File: config.mk
export PLATFORM = sky130hd
export DESIGN_NAME = dsp_slave
export DESIGN_NICKNAME = d
export VERILOG_FILES = /design/src/verilog/dsp_pkg.sv /design/src/verilog/dsp_crc16.sv /design/src/verilog/dsp_slave.sv
export VERILOG_INCLUDE_DIRS = /design/src /design/src/verilog
export SDC_FILE = /design/constraint.sdc
export NUM_CORES = 2
export LEC_CHECK = 0
export ABC_CLOCK_PERIOD_IN_PS = 11650
export BUFFER_PORTS_ARGS = -buffer_cell sky130_fd_sc_hd__buf_2
export CAP_MARGIN = 15
export CORE_MARGIN = 1
export CORE_UTILIZATION = 50
export CTS_BUF_LIST = sky130_fd_sc_hd__clkbuf_4 sky130_fd_sc_hd__clkbuf_8
export DETAILED_ROUTE_END_ITERATION = 16
export HOLD_SLACK_MARGIN = 0.15
export PLACE_DENSITY = 0.76
export SLEW_MARGIN = 30
export SYNTH_ARGS = -nofsm -noshare
export SYNTH_HDL_FRONTEND = slang
export SYNTH_HIERARCHICAL = 1
export SYNTH_SLANG_ARGS = --single-unit
export TNS_END_PERCENT = 5
File: constraint.sdc
create_clock -name clk -period 11.65 [get_ports clk]
set_input_delay 2.33 -clock clk [delete_from_list [all_inputs] [get_ports clk]]
set_output_delay 2.33 -clock clk [all_outputs]
set_load 0.01 [all_outputs]
File: src/verilog/dsp_cfg.svh
// Constants for the drive serial protocol slave: framing codes, limits and error encodings.
// Assumes a byte-level receiver and transmitter on the same clock mark frame ends and take bytes.
//
// Functional notes
// ASCII failure reply: NAK, station, 'Y', code, sum, EOT. The code sends the request's command character where 'Y' stands.
// Unknown function or command gives illegal-function code.
// Missing parameter address gives illegal-address code.
// Unacceptable write data gives illegal-value code.
// Read-only or run-locked write gives write-mode code.
// Wrong frame length gives frame-length error code. The code answers binary frames of wrong length with the illegal-value code.
// Binary station must equal configured station number.
// Binary start address is parameter communication address.
// Function 03 reads points, replies byte count, data.
// Function 04 uses same layouts as 03.
// Function 06 writes one register, echoes address, data.
// Function 10h writes words, replies address and count.
// ASCII checksum is low byte of character sum.
// ASCII 16-bit values are four hex digits, MSD first.
// Station 255 commands execute without any reply. The code does this for ASCII frames only.
// Binary exception: station, function with top bit, code.
// Binary frames end with Modbus CRC, low first.
// Binary frames failing CRC are dropped silently.
`ifndef DSP_CFG_SVH
`define DSP_CFG_SVH
`define DSP_RX_MAX 44
`define DSP_WORDS 8
`define DSP_ENQ 8'h05
`define DSP_ACK 8'h06
`define DSP_NAK 8'h15
`define DSP_EOT 8'h04
`define DSP_CMD_READ 8'h52
`define DSP_CMD_WRITE 8'h57
`define DSP_CMD_MON_REG 8'h58
`define DSP_CMD_MON_RUN 8'h59
`define DSP_BCAST 8'hFF
`define DSP_CH_FUNC 16'h4946
`define DSP_CH_ADDR 16'h4941
`define DSP_CH_VALUE 16'h4944
`define DSP_CH_WMODE 16'h574D
`define DSP_CH_FRAME 16'h4645
`define DSP_FC_RD_HOLD 8'h03
`define DSP_FC_RD_INPUT 8'h04
`define DSP_FC_WR_ONE 8'h06
`define DSP_FC_WR_MANY 8'h10
`define DSP_FC_EXC_BIT 8'h80
`define DSP_EXC_FUNC 8'h01
`define DSP_EXC_ADDR 8'h02
`define DSP_EXC_VALUE 8'h03
`define DSP_CRC_INIT 16'hFFFF
`define DSP_CRC_POLY 16'hA001
`endif

File: src/verilog/dsp_pkg.sv
// Types and shared helpers of the drive serial protocol slave.
// Assumes dsp_cfg.svh is on the include path.
package dsp_pkg;
`include "dsp_cfg.svh"
	typedef logic [`DSP_RX_MAX-1:0][7:0] dsp_buf_t;
	typedef struct packed {
		logic valid;
		logic [7:0] data;
		logic eof;
	} dsp_rx_t;
	typedef struct packed {
		logic valid;
		logic last;
		logic [7:0] data;
	} dsp_tx_t;
	typedef struct packed {
		logic req;
		logic we;
		logic [15:0] addr;
		logic [15:0] wdata;
	} dsp_par_req_t;
	typedef enum logic [1:0] {PAR_OK, PAR_NO_ADDR, PAR_BAD_VALUE, PAR_WRITE_MODE} dsp_par_status_t;
	typedef struct packed {
		logic ack;
		dsp_par_status_t status;
		logic [15:0] rdata;
	} dsp_par_rsp_t;
	typedef enum logic [2:0] {ERR_NONE, ERR_FUNC, ERR_ADDR, ERR_VALUE, ERR_WMODE, ERR_FRAME} dsp_err_t;
	typedef enum logic [2:0] {S_IDLE, S_PARSE, S_ACCESS, S_WAIT, S_RESP, S_SEND} dsp_state_t;

	// Non-hex characters decode as zero; the checksum catches corrupted digits.
	function automatic logic [3:0] hex2nib(input logic [7:0] c);
		logic [7:0] v;
		v = 8'h00;
		if (c >= 8'h30 && c <= 8'h39) begin
			v = c - 8'h30;
		end else if (c >= 8'h41 && c <= 8'h46) begin
			v = c - 8'h37;
		end
		return v[3:0];
	endfunction

	function automatic logic [7:0] nib2hex(input logic [3:0] n);
		return (n < 4'hA) ? 8'h30 + {4'h0, n} : 8'h37 + {4'h0, n};
	endfunction

	function automatic logic [15:0] hex4(input dsp_buf_t b, input logic [5:0] p);
		return {hex2nib(b[p]), hex2nib(b[p + 6'd1]), hex2nib(b[p + 6'd2]), hex2nib(b[p + 6'd3])};
	endfunction
endpackage

File: src/verilog/dsp_crc16.sv
// Byte-serial Modbus CRC-16 accumulator.
// Assumes the caller clears it before each frame and feeds one byte per enable.
`timescale 1ns/1ps
module dsp_crc16 (
	input wire logic clk,
	input wire logic rst,
	input wire logic ce,
	input wire logic clr,
	input wire logic en,
	input wire logic [7:0] data,
	output logic [15:0] crc
);
	import dsp_pkg::*;
	typedef struct packed {
		logic [15:0] crc;
	} dsp_crc_st_t;
	dsp_crc_st_t q, d;

	always_comb begin
		d = q;
		if (clr) begin
			d.crc = `DSP_CRC_INIT;
		end else if (en) begin
			d.crc = q.crc ^ {8'h00, data};
			for (int b = 0; b < 8; b++) begin
				d.crc = d.crc[0] ? ((d.crc >> 1) ^ `DSP_CRC_POLY) : (d.crc >> 1);
			end
		end
	end

	always_ff @(posedge clk) begin
		if (rst) begin
			q <= '{crc: `DSP_CRC_INIT};
		end else if (ce) begin
			q <= d;
		end
	end

	assign crc = q.crc;
endmodule

File: src/verilog/dsp_slave.sv
// Serial protocol slave: decodes ASCII and binary request frames and builds replies.
// Assumes rx bytes and frame-end pulses, tx acceptance and parameter answers come
// from logic on the same clock.
`timescale 1ns/1ps
module dsp_slave (
	input wire logic clk,
	input wire logic rst,
	input wire logic ce,
	input wire logic proto_ascii,
	input wire logic [7:0] station_number_setting,
	input dsp_pkg::dsp_rx_t rx,
	input wire logic tx_ready,
	output dsp_pkg::dsp_tx_t tx,
	output dsp_pkg::dsp_par_req_t par,
	input dsp_pkg::dsp_par_rsp_t par_rsp,
	output logic busy
);
	import dsp_pkg::*;
	typedef struct packed {
		dsp_state_t st;
		dsp_buf_t rbuf;
		logic [5:0] len;
		logic ovf;
		logic [7:0] sum;
		logic ascii;
		logic bcast;
		logic [7:0] cmd;
		logic [15:0] base;
		logic [3:0] n;
		logic [3:0] i;
		dsp_err_t err;
		logic [`DSP_WORDS-1:0][15:0] word;
		logic [`DSP_WORDS-1:0][15:0] mon;
		logic [3:0] mon_n;
		logic [5:0] k;
		logic [5:0] body;
		logic [5:0] total;
		logic [7:0] tsum;
		dsp_tx_t tx;
		dsp_par_req_t par;
		logic busy;
	} dsp_st_t;
	dsp_st_t q, d;
	logic [15:0] rx_crc;
	logic [15:0] tx_crc;
	logic rx_take;
	logic tx_feed;
	logic [7:0] tx_byte;
	logic [5:0] j;
	logic [15:0] echar;
	logic [7:0] exc;
	logic [15:0] cnt;
	logic [7:0] body_sum;

	assign rx_take = rx.valid && q.st == S_IDLE;
	assign tx_feed = q.st == S_SEND && (!q.tx.valid || tx_ready) && q.k < q.body;

	dsp_crc16 u_rx_crc (
		.clk(clk),
		.rst(rst),
		.ce(ce),
		.clr(q.st == S_PARSE),
		.en(rx_take && !rx.eof),
		.data(rx.data),
		.crc(rx_crc)
	);

	dsp_crc16 u_tx_crc (
		.clk(clk),
		.rst(rst),
		.ce(ce),
		.clr(q.st == S_RESP),
		.en(tx_feed),
		.data(tx_byte),
		.crc(tx_crc)
	);

	// Error kind to ASCII code characters and binary exception codes.
	always_comb begin
		echar = `DSP_CH_FRAME;
		exc = `DSP_EXC_VALUE;
		unique case (q.err)
			ERR_FUNC: begin
				echar = `DSP_CH_FUNC;
				exc = `DSP_EXC_FUNC;
			end
			ERR_ADDR: begin
				echar = `DSP_CH_ADDR;
				exc = `DSP_EXC_ADDR;
			end
			ERR_VALUE: echar = `DSP_CH_VALUE;
			ERR_WMODE: begin
				echar = `DSP_CH_WMODE;
				exc = `DSP_EXC_FUNC;
			end
			ERR_FRAME: echar = `DSP_CH_FRAME;
			ERR_NONE: echar = `DSP_CH_FRAME;
		endcase
	end

	// Byte k of the reply; body bytes first, then checksum and terminator (ASCII) or CRC (binary).
	always_comb begin
		j = q.k - 6'd4;
		tx_byte = `DSP_EOT;
		if (q.ascii) begin
			if (q.k < q.body) begin
				unique case (q.k)
					6'd0: tx_byte = (q.err != ERR_NONE) ? `DSP_NAK : `DSP_ACK;
					6'd1: tx_byte = q.rbuf[1];
					6'd2: tx_byte = q.rbuf[2];
					6'd3: tx_byte = q.cmd;
					default: begin
						if (q.err != ERR_NONE) begin
							tx_byte = j[0] ? echar[7:0] : echar[15:8];
						end else begin
							tx_byte = nib2hex(4'(q.word[j[4:2]] >> (6'd12 - {j[1:0], 2'b00})));
						end
					end
				endcase
			end else if (q.k == q.body) begin
				tx_byte = nib2hex(q.tsum[7:4]);
			end else if (q.k == q.body + 6'd1) begin
				tx_byte = nib2hex(q.tsum[3:0]);
			end
		end else begin
			if (q.k < q.body) begin
				if (q.err != ERR_NONE) begin
					tx_byte = (q.k == 6'd0) ? q.rbuf[0] :
						(q.k == 6'd1) ? (q.cmd | `DSP_FC_EXC_BIT) : exc;
				end else if (q.cmd == `DSP_FC_RD_HOLD || q.cmd == `DSP_FC_RD_INPUT) begin
					if (q.k < 6'd2) begin
						tx_byte = q.rbuf[q.k];
					end else if (q.k == 6'd2) begin
						tx_byte = {3'b000, q.n, 1'b0};
					end else begin
						j = q.k - 6'd3;
						tx_byte = j[0] ? q.word[j[4:1]][7:0] : q.word[j[4:1]][15:8];
					end
				end else begin
					tx_byte = q.rbuf[q.k];
				end
			end else begin
				tx_byte = (q.k == q.body) ? tx_crc[7:0] : tx_crc[15:8];
			end
		end
	end

	always_comb begin
		d = q;
		d.par.req = 1'b0;
		cnt = {q.rbuf[4], q.rbuf[5]};
		body_sum = q.sum - q.rbuf[q.len - 6'd1] - q.rbuf[q.len - 6'd2] - q.rbuf[q.len - 6'd3];
		unique case (q.st)
			S_IDLE: begin
				if (rx_take && rx.eof) begin
					d.st = S_PARSE;
					d.ascii = proto_ascii;
				end else if (rx_take) begin
					if (q.len == 6'(`DSP_RX_MAX)) begin
						d.ovf = 1'b1;
					end else begin
						d.rbuf[q.len] = rx.data;
						d.len = q.len + 6'd1;
						if (q.len != 6'd0) begin
							d.sum = q.sum + rx.data;
						end
					end
				end
			end
			S_PARSE: begin
				d.st = S_ACCESS;
				d.err = ERR_NONE;
				d.i = 4'd0;
				d.bcast = 1'b0;
				d.par.we = 1'b0;
				if (q.ascii) begin
					d.cmd = q.rbuf[3];
					d.base = hex4(q.rbuf, 6'd4);
					d.n = hex2nib(q.rbuf[8]);
					d.bcast = {hex2nib(q.rbuf[1]), hex2nib(q.rbuf[2])} == `DSP_BCAST;
					if (q.ovf || q.len < 6'd7 || q.rbuf[0] != `DSP_ENQ
						|| q.rbuf[q.len - 6'd1] != `DSP_EOT) begin
						d.st = S_IDLE;
					end else if (body_sum != {hex2nib(q.rbuf[q.len - 6'd3]),
						hex2nib(q.rbuf[q.len - 6'd2])}) begin
						d.st = S_IDLE;
					end else if (!d.bcast && {hex2nib(q.rbuf[1]), hex2nib(q.rbuf[2])}
						!= station_number_setting) begin
						d.st = S_IDLE;
					end else begin
						unique case (q.rbuf[3])
							`DSP_CMD_READ, `DSP_CMD_WRITE: begin
								d.par.we = q.rbuf[3] == `DSP_CMD_WRITE;
								if (q.len != (d.par.we ? 6'd12 + {d.n, 2'b00} : 6'd12)) begin
									d.err = ERR_FRAME;
								end else if (d.n == 4'd0 || d.n > 4'(`DSP_WORDS)) begin
									d.err = ERR_VALUE;
								end
							end
							`DSP_CMD_MON_REG: begin
								d.n = hex2nib(q.rbuf[4]);
								if (q.len != 6'd8 + {d.n, 2'b00}) begin
									d.err = ERR_FRAME;
								end else if (d.n == 4'd0 || d.n > 4'(`DSP_WORDS)) begin
									d.err = ERR_VALUE;
								end
							end
							`DSP_CMD_MON_RUN: begin
								d.n = q.mon_n;
								if (q.len != 6'd7) begin
									d.err = ERR_FRAME;
								end
							end
							default: d.err = ERR_FUNC;
						endcase
					end
				end else begin
					d.cmd = q.rbuf[1];
					d.base = {q.rbuf[2], q.rbuf[3]};
					d.n = cnt[3:0];
					if (q.ovf || q.len < 6'd4 || rx_crc != 16'h0000) begin
						d.st = S_IDLE;
					end else if (q.rbuf[0] != station_number_setting) begin
						d.st = S_IDLE;
					end else begin
						unique case (q.rbuf[1])
							`DSP_FC_RD_HOLD, `DSP_FC_RD_INPUT: begin
								if (q.len != 6'd8 || cnt == 16'h0000 || cnt > 16'(`DSP_WORDS)) begin
									d.err = ERR_VALUE;
								end
							end
							`DSP_FC_WR_ONE: begin
								d.n = 4'd1;
								d.par.we = 1'b1;
								if (q.len != 6'd8) begin
									d.err = ERR_VALUE;
								end
							end
							`DSP_FC_WR_MANY: begin
								d.par.we = 1'b1;
								if (cnt == 16'h0000 || cnt > 16'(`DSP_WORDS) || q.rbuf[6] != {cnt[6:0], 1'b0}
									|| q.len != 6'd9 + {1'b0, cnt[3:0], 1'b0}) begin
									d.err = ERR_VALUE;
								end
							end
							default: d.err = ERR_FUNC;
						endcase
					end
				end
				if (d.err != ERR_NONE || d.n == 4'd0) begin
					d.st = (d.st == S_IDLE) ? S_IDLE : S_RESP;
				end
			end
			S_ACCESS: begin
				if (q.ascii && q.cmd == `DSP_CMD_MON_REG) begin
					// Registration only latches the list; addresses are checked when it runs.
					d.mon[q.i[2:0]] = hex4(q.rbuf, 6'(5 + 4 * q.i));
					d.i = q.i + 4'd1;
					if (d.i == q.n) begin
						d.mon_n = q.n;
						d.st = S_RESP;
					end
				end else begin
					d.par.req = 1'b1;
					d.par.addr = (q.ascii && q.cmd == `DSP_CMD_MON_RUN) ? q.mon[q.i[2:0]] :
						q.base + 16'(q.i);
					if (q.ascii) begin
						d.par.wdata = hex4(q.rbuf, 6'(9 + 4 * q.i));
					end else if (q.cmd == `DSP_FC_WR_ONE) begin
						d.par.wdata = {q.rbuf[4], q.rbuf[5]};
					end else begin
						d.par.wdata = {q.rbuf[6'(7 + 2 * q.i)], q.rbuf[6'(8 + 2 * q.i)]};
					end
					d.st = S_WAIT;
				end
			end
			S_WAIT: begin
				if (par_rsp.ack) begin
					unique case (par_rsp.status)
						PAR_NO_ADDR: d.err = ERR_ADDR;
						PAR_BAD_VALUE: d.err = ERR_VALUE;
						PAR_WRITE_MODE: d.err = ERR_WMODE;
						PAR_OK: d.err = ERR_NONE;
					endcase
					d.word[q.i[2:0]] = q.par.we ? q.par.wdata : par_rsp.rdata;
					d.i = q.i + 4'd1;
					d.st = (d.err != ERR_NONE || d.i == q.n) ? S_RESP : S_ACCESS;
				end
			end
			S_RESP: begin
				d.k = 6'd0;
				d.tsum = 8'h00;
				if (q.ascii) begin
					if (q.err != ERR_NONE) begin
						d.body = 6'd6;
					end else if (q.cmd == `DSP_CMD_MON_REG) begin
						d.body = 6'd4;
					end else begin
						d.body = 6'd4 + {q.n, 2'b00};
					end
					d.total = d.body + 6'd3;
				end else begin
					if (q.err != ERR_NONE) begin
						d.body = 6'd3;
					end else if (q.cmd == `DSP_FC_RD_HOLD || q.cmd == `DSP_FC_RD_INPUT) begin
						d.body = 6'd3 + {1'b0, q.n, 1'b0};
					end else begin
						d.body = 6'd6;
					end
					d.total = d.body + 6'd2;
				end
				d.st = q.bcast ? S_IDLE : S_SEND;
			end
			S_SEND: begin
				if (!q.tx.valid || tx_ready) begin
					if (q.k == q.total) begin
						d.tx.valid = 1'b0;
						d.st = S_IDLE;
					end else begin
						d.tx.valid = 1'b1;
						d.tx.data = tx_byte;
						d.tx.last = q.k == q.total - 6'd1;
						d.k = q.k + 6'd1;
						if (q.k != 6'd0 && q.k < q.body) begin
							d.tsum = q.tsum + tx_byte;
						end
					end
				end
			end
		endcase
		if (d.st == S_IDLE && q.st != S_IDLE) begin
			d.len = 6'd0;
			d.ovf = 1'b0;
			d.sum = 8'h00;
		end
		d.busy = d.st != S_IDLE;
	end

	always_ff @(posedge clk) begin
		if (rst) begin
			q <= '0;
		end else if (ce) begin
			q <= d;
		end
	end

	assign tx = q.tx;
	assign par = q.par;
	assign busy = q.busy;
endmodule

==> results.toml <==
[drt]
ant_nets = 0
wl_mm = 296.7
vias = 58730
vias_per_cell = 7.392
post_drt_wl_per_cell_um = 37.35
dr.pass1.iters = 8
drtIter0Drc = 10280
drc_errors = 0

[sta]
relSlewSlack_pct = 19.37
fin_crit_ps = 9375
grt_setup_unrepaired = "no"
setup_tns_ps = 0
fmax_mhz = 106.7
drv_slew = 0
hold_viol = 0
worst_slew_pin_slew_ps = 1209
skew_ps = 80.33
post-route-period-util_pct = 80.47
setup_viol = 0

[synth]
synth_fa_ha_area_share_pct = 3.177
ys_ff_latch = 770
syn_nets = 6612
ys.flop_type = "dfxtp_1"
synth-edff-count = 0
syn-mean-instance-area_um2 = 9.449
yosys.area_share.xor_xnor_pct = 2.681
synth_top_family_by_area = "multiplexers"
synth-compound-area-share_pct = 14.23
synthMuxAreaShare_pct = 34.60
synthCells = 6426
synthesis.area_um2 = 60720
ys_seq_area_share_pct = 25.39
synthArstFlopShare_pct = 0
synth_cell_types = 101
yosys.area_share.simple_pct = 14.19
ys.warnings.count = 6

[cts]
cts_num_sinks = 770
ctsHoldBuffers = 0
clk_pin_slew_worst_paths_ps = 70
cts_max_level = 4
clk_latency_ps = 960
cts_setup_buffers = 0
ctsResizeCount = 0
numCtsBuffers = 138
root_buffer = "clkbuf_8"
cts_tree = "yes"
cts.path.max_buffers = 3

[finish]
syn2layout_area_growth_pct = 7.978
utilization_pct = 54.58
nNetsFinal = 6395
layout-drive-gt1-share_pct = 20.93
final_area_um2 = 65570

[worst_setup_path]
worst_setup_path_end_kind = "register"
crit_path_start_kind = "register"
worst-setup-path-type = "register to register"
crit_fanout = 40
cp.arrival_ps = 10220
cp.required_ps = 12490

[job]
cap_violations = 0

[power_and_ir_drop]
power_switching_mw = 1.647
p_sw_share_pct = 27.26
finalPower_mw = 6.041
p_int_mw = 4.394
ir_drop_v = 0.0001252
power_density_nw_per_um2 = 92.14
power.share.clock_pct = 46.3
seqPwrFrac_pct = 44.3
power.leakage_nw = 21.78
combPwrFrac_pct = 9.5

[global_route]
grt_max_degree = 222
met3_usage_pct = 22.65
track_usage_pct = 47.32
gr-max-usage-layer = "met2"
grt_use_met1_pct = 57.00
grt_pass1_vias = 53120
antenna_found_initial = 39
grt_pass1_wl_mm = 410.4
met2_usage_pct = 65.33
overflow = 0

[floorplan]
die_height_um = 350.5
placementRows = 127
die-area_um2 = 122800
initial_utilization_pct = 50.55
coreArea_um2 = 120100
dieWidth_um = 350.5
io_pins = 87

[placement]
io_buffers = 86
placed_cell_area_um2 = 62420
hpwlAfterDp_mm = 207.7
gp_congestion = 1.106

[run_status]
status = "finished clean"

[worst_hold_path]
hp-class = "register to register"
power by group through the flow:
stage / sequential (mW) / combinational [mW] / clock, mW
3_5_place_dp: 2.73 / 0.551 / 0
4_1_cts: 2.67 / 0.553 / 2.80
5_1_grt: 2.67 / 0.598 / 2.92
6_report: 2.67 / 0.573 / 2.80
2_1_floorplan: 2.71 / 0.413 / 0
3_3_place_gp: 2.73 / 0.544 / 0
registers in the layout (all words and copies together) (netlist names):
| name | flops |
|---|---|
| tx | 10 |
| cnt | 16 |
| busy | 1 |
| u_rx_crc/crc | 16 |
| q | 677 |
| par | 34 |
| u_tx_crc/crc | 16 |
metrics by stage:
| step | std cells | setup slack, ps | hold WS (ps) |
|---|---|---|---|
| 2_1_floorplan | 6426 | 3200 | 432.1 |
| 3_3_place_gp | 7679 | 2407 | 443.6 |
| 3_5_place_dp | 7679 | 2601 | 446.1 |
| 4_1_cts | 7918 | 2574 | 454.6 |
| 5_1_grt | 7925 | 1966 | 478.0 |
| 6_report | 7945 | 2275 | 455.3 |
critical path, stage by stage, from the launching register on:
cell	delay (ps)
dfxtp_4	540
inv_1	340
ha_1	580
a21boi_1	470
xor2_2	630
buf_4	380
mux2i_1	210
o21ai_0	330
a221oi_1	1070
fa_1	600
fa_1	470
ha_1	340
nand2_1	70
o211ai_1	90
a21oi_1	290
xor2_1	260
nor2_1	110
a2111oi_4	360
o2111ai_1	150
a211o_1	330
nor4_4	450
nand3_4	190
a31oi_4	260
o41ai_2	80
buf_4	260
a2111oi_2	360
placed cells by master, fill, tap and decap left out, drive strengths merged, types with 18 or more instances in the layout:
cell | Yosys | routed
nor2b | 35 | 35
mux2i | 643 | 643
o211ai | 37 | 37
and3 | 41 | 41
inv | 159 | 169
and2 | 32 | 32
a21o | 22 | 22
mux4 | 627 | 627
o32ai | 37 | 37
a311oi | 26 | 26
nor4 | 33 | 33
o21ai | 159 | 159
mux2 | 40 | 40
nand3 | 164 | 164
or3 | 20 | 20
nor2 | 966 | 966
o22ai | 64 | 64
xnor2 | 107 | 107
o221ai | 22 | 22
a21oi | 290 | 290
buf | 205 | 310
nand3b | 18 | 18
nor3 | 93 | 93
a31oi | 53 | 53
nand2 | 374 | 374
nand2b | 52 | 52
a211oi | 312 | 312
nand4 | 33 | 33
a221oi | 25 | 25
clkbuf | 462 | 209
dfxtp | 770 | 770
nor3b | 19 | 19
xor2 | 64 | 64
ha | 127 | 127
a22oi | 53 | 53
diode | 0 | 25
o21bai | 18 | 18
layout make-up:
class,count,area [um^2]
Clock inverter,30,380.4
Tap cell,1612,2017
Clock buffer,209,2595
Antenna cell,25,62.56
Inverter,163,611.8
Sequential cell,770,15450
Fill cell,10720,54560
Timing Repair Buffer,310,2251
Multi-Input combinational cell,4826,42200
per-layer routing:
layer	share of wire (%)	up-vias
met2	40	4907
met4	9.4	34
met3	15	1276
li1	-	23760
met1	35	28760
met5	0.17	-
cell usage after synthesis, drive strengths merged, types with 17 or more instances:
cell    number  area, um^2
nor3        93       465.5
nand2b      52       325.3
a311oi      26       227.7
a221oi      25       219.0
o32ai       37       324.1
nand3      164       833.3
mux2i      643        6436
o22ai       64       400.4
inv        159       596.8
nor2b       35       219.0
a31oi       53       346.6
nand3b      18       135.1
o211ai      37       277.8
and3        41       256.5
and2        32       200.2
ha         127        1589
dfxtp      770       15410
xnor2      107       959.7
or3         20       130.1
o221ai      22       192.7
nor2       966        3626
xor2        64       575.6
nand4       33       206.5
nor4        33       234.0
a22oi       53       397.9
mux2        40       450.4
o21bai      18       135.1
o21ai      159       795.8
nand2      374        1404
a21o        22       165.2
nor3b       19       142.6
a21oi      290        1455
mux4       627       14120
clkbuf     462        1734
a211oi     312        2342
buf        205        1139
fa          17       340.3
kinds of logic (layout without fill, tap and decap cells):
| family | Yosys count | after routing |
|---|---|---|
| flip-flops | 770 | 770 |
| AO/OA/AOI/OAI | 1266 | 1266 |
| adder cells (fa/ha/maj) | 144 | 144 |
| XOR/XNOR | 175 | 175 |
| buffers and inverters | 830 | 712 |
| multiplexers | 1310 | 1310 |
| AND/OR/NAND/NOR | 1931 | 1931 |
| other | 0 | 25 |
final timing paths:
| kind | start | endpoint | slack, ps | depth (start not counted) |
|---|---|---|---|---|
| setup / recovery | q[378]$_SDFFE_PP0P_ | q[379]$_SDFFE_PP0P_ | 2270 | 25 |
| hold / removal | par[16]$_SDFFE_PP0P_ | par[16]$_SDFFE_PP0P_ | 460 | 2 |
| setup reg to reg | q[378]$_SDFFE_PP0P_ | q[379]$_SDFFE_PP0P_ | 2270 | 25 |
| hold reg to reg | par[16]$_SDFFE_PP0P_ | par[16]$_SDFFE_PP0P_ | 460 | 2 |
No activity file was read; power rests on OpenSTA's default activity.
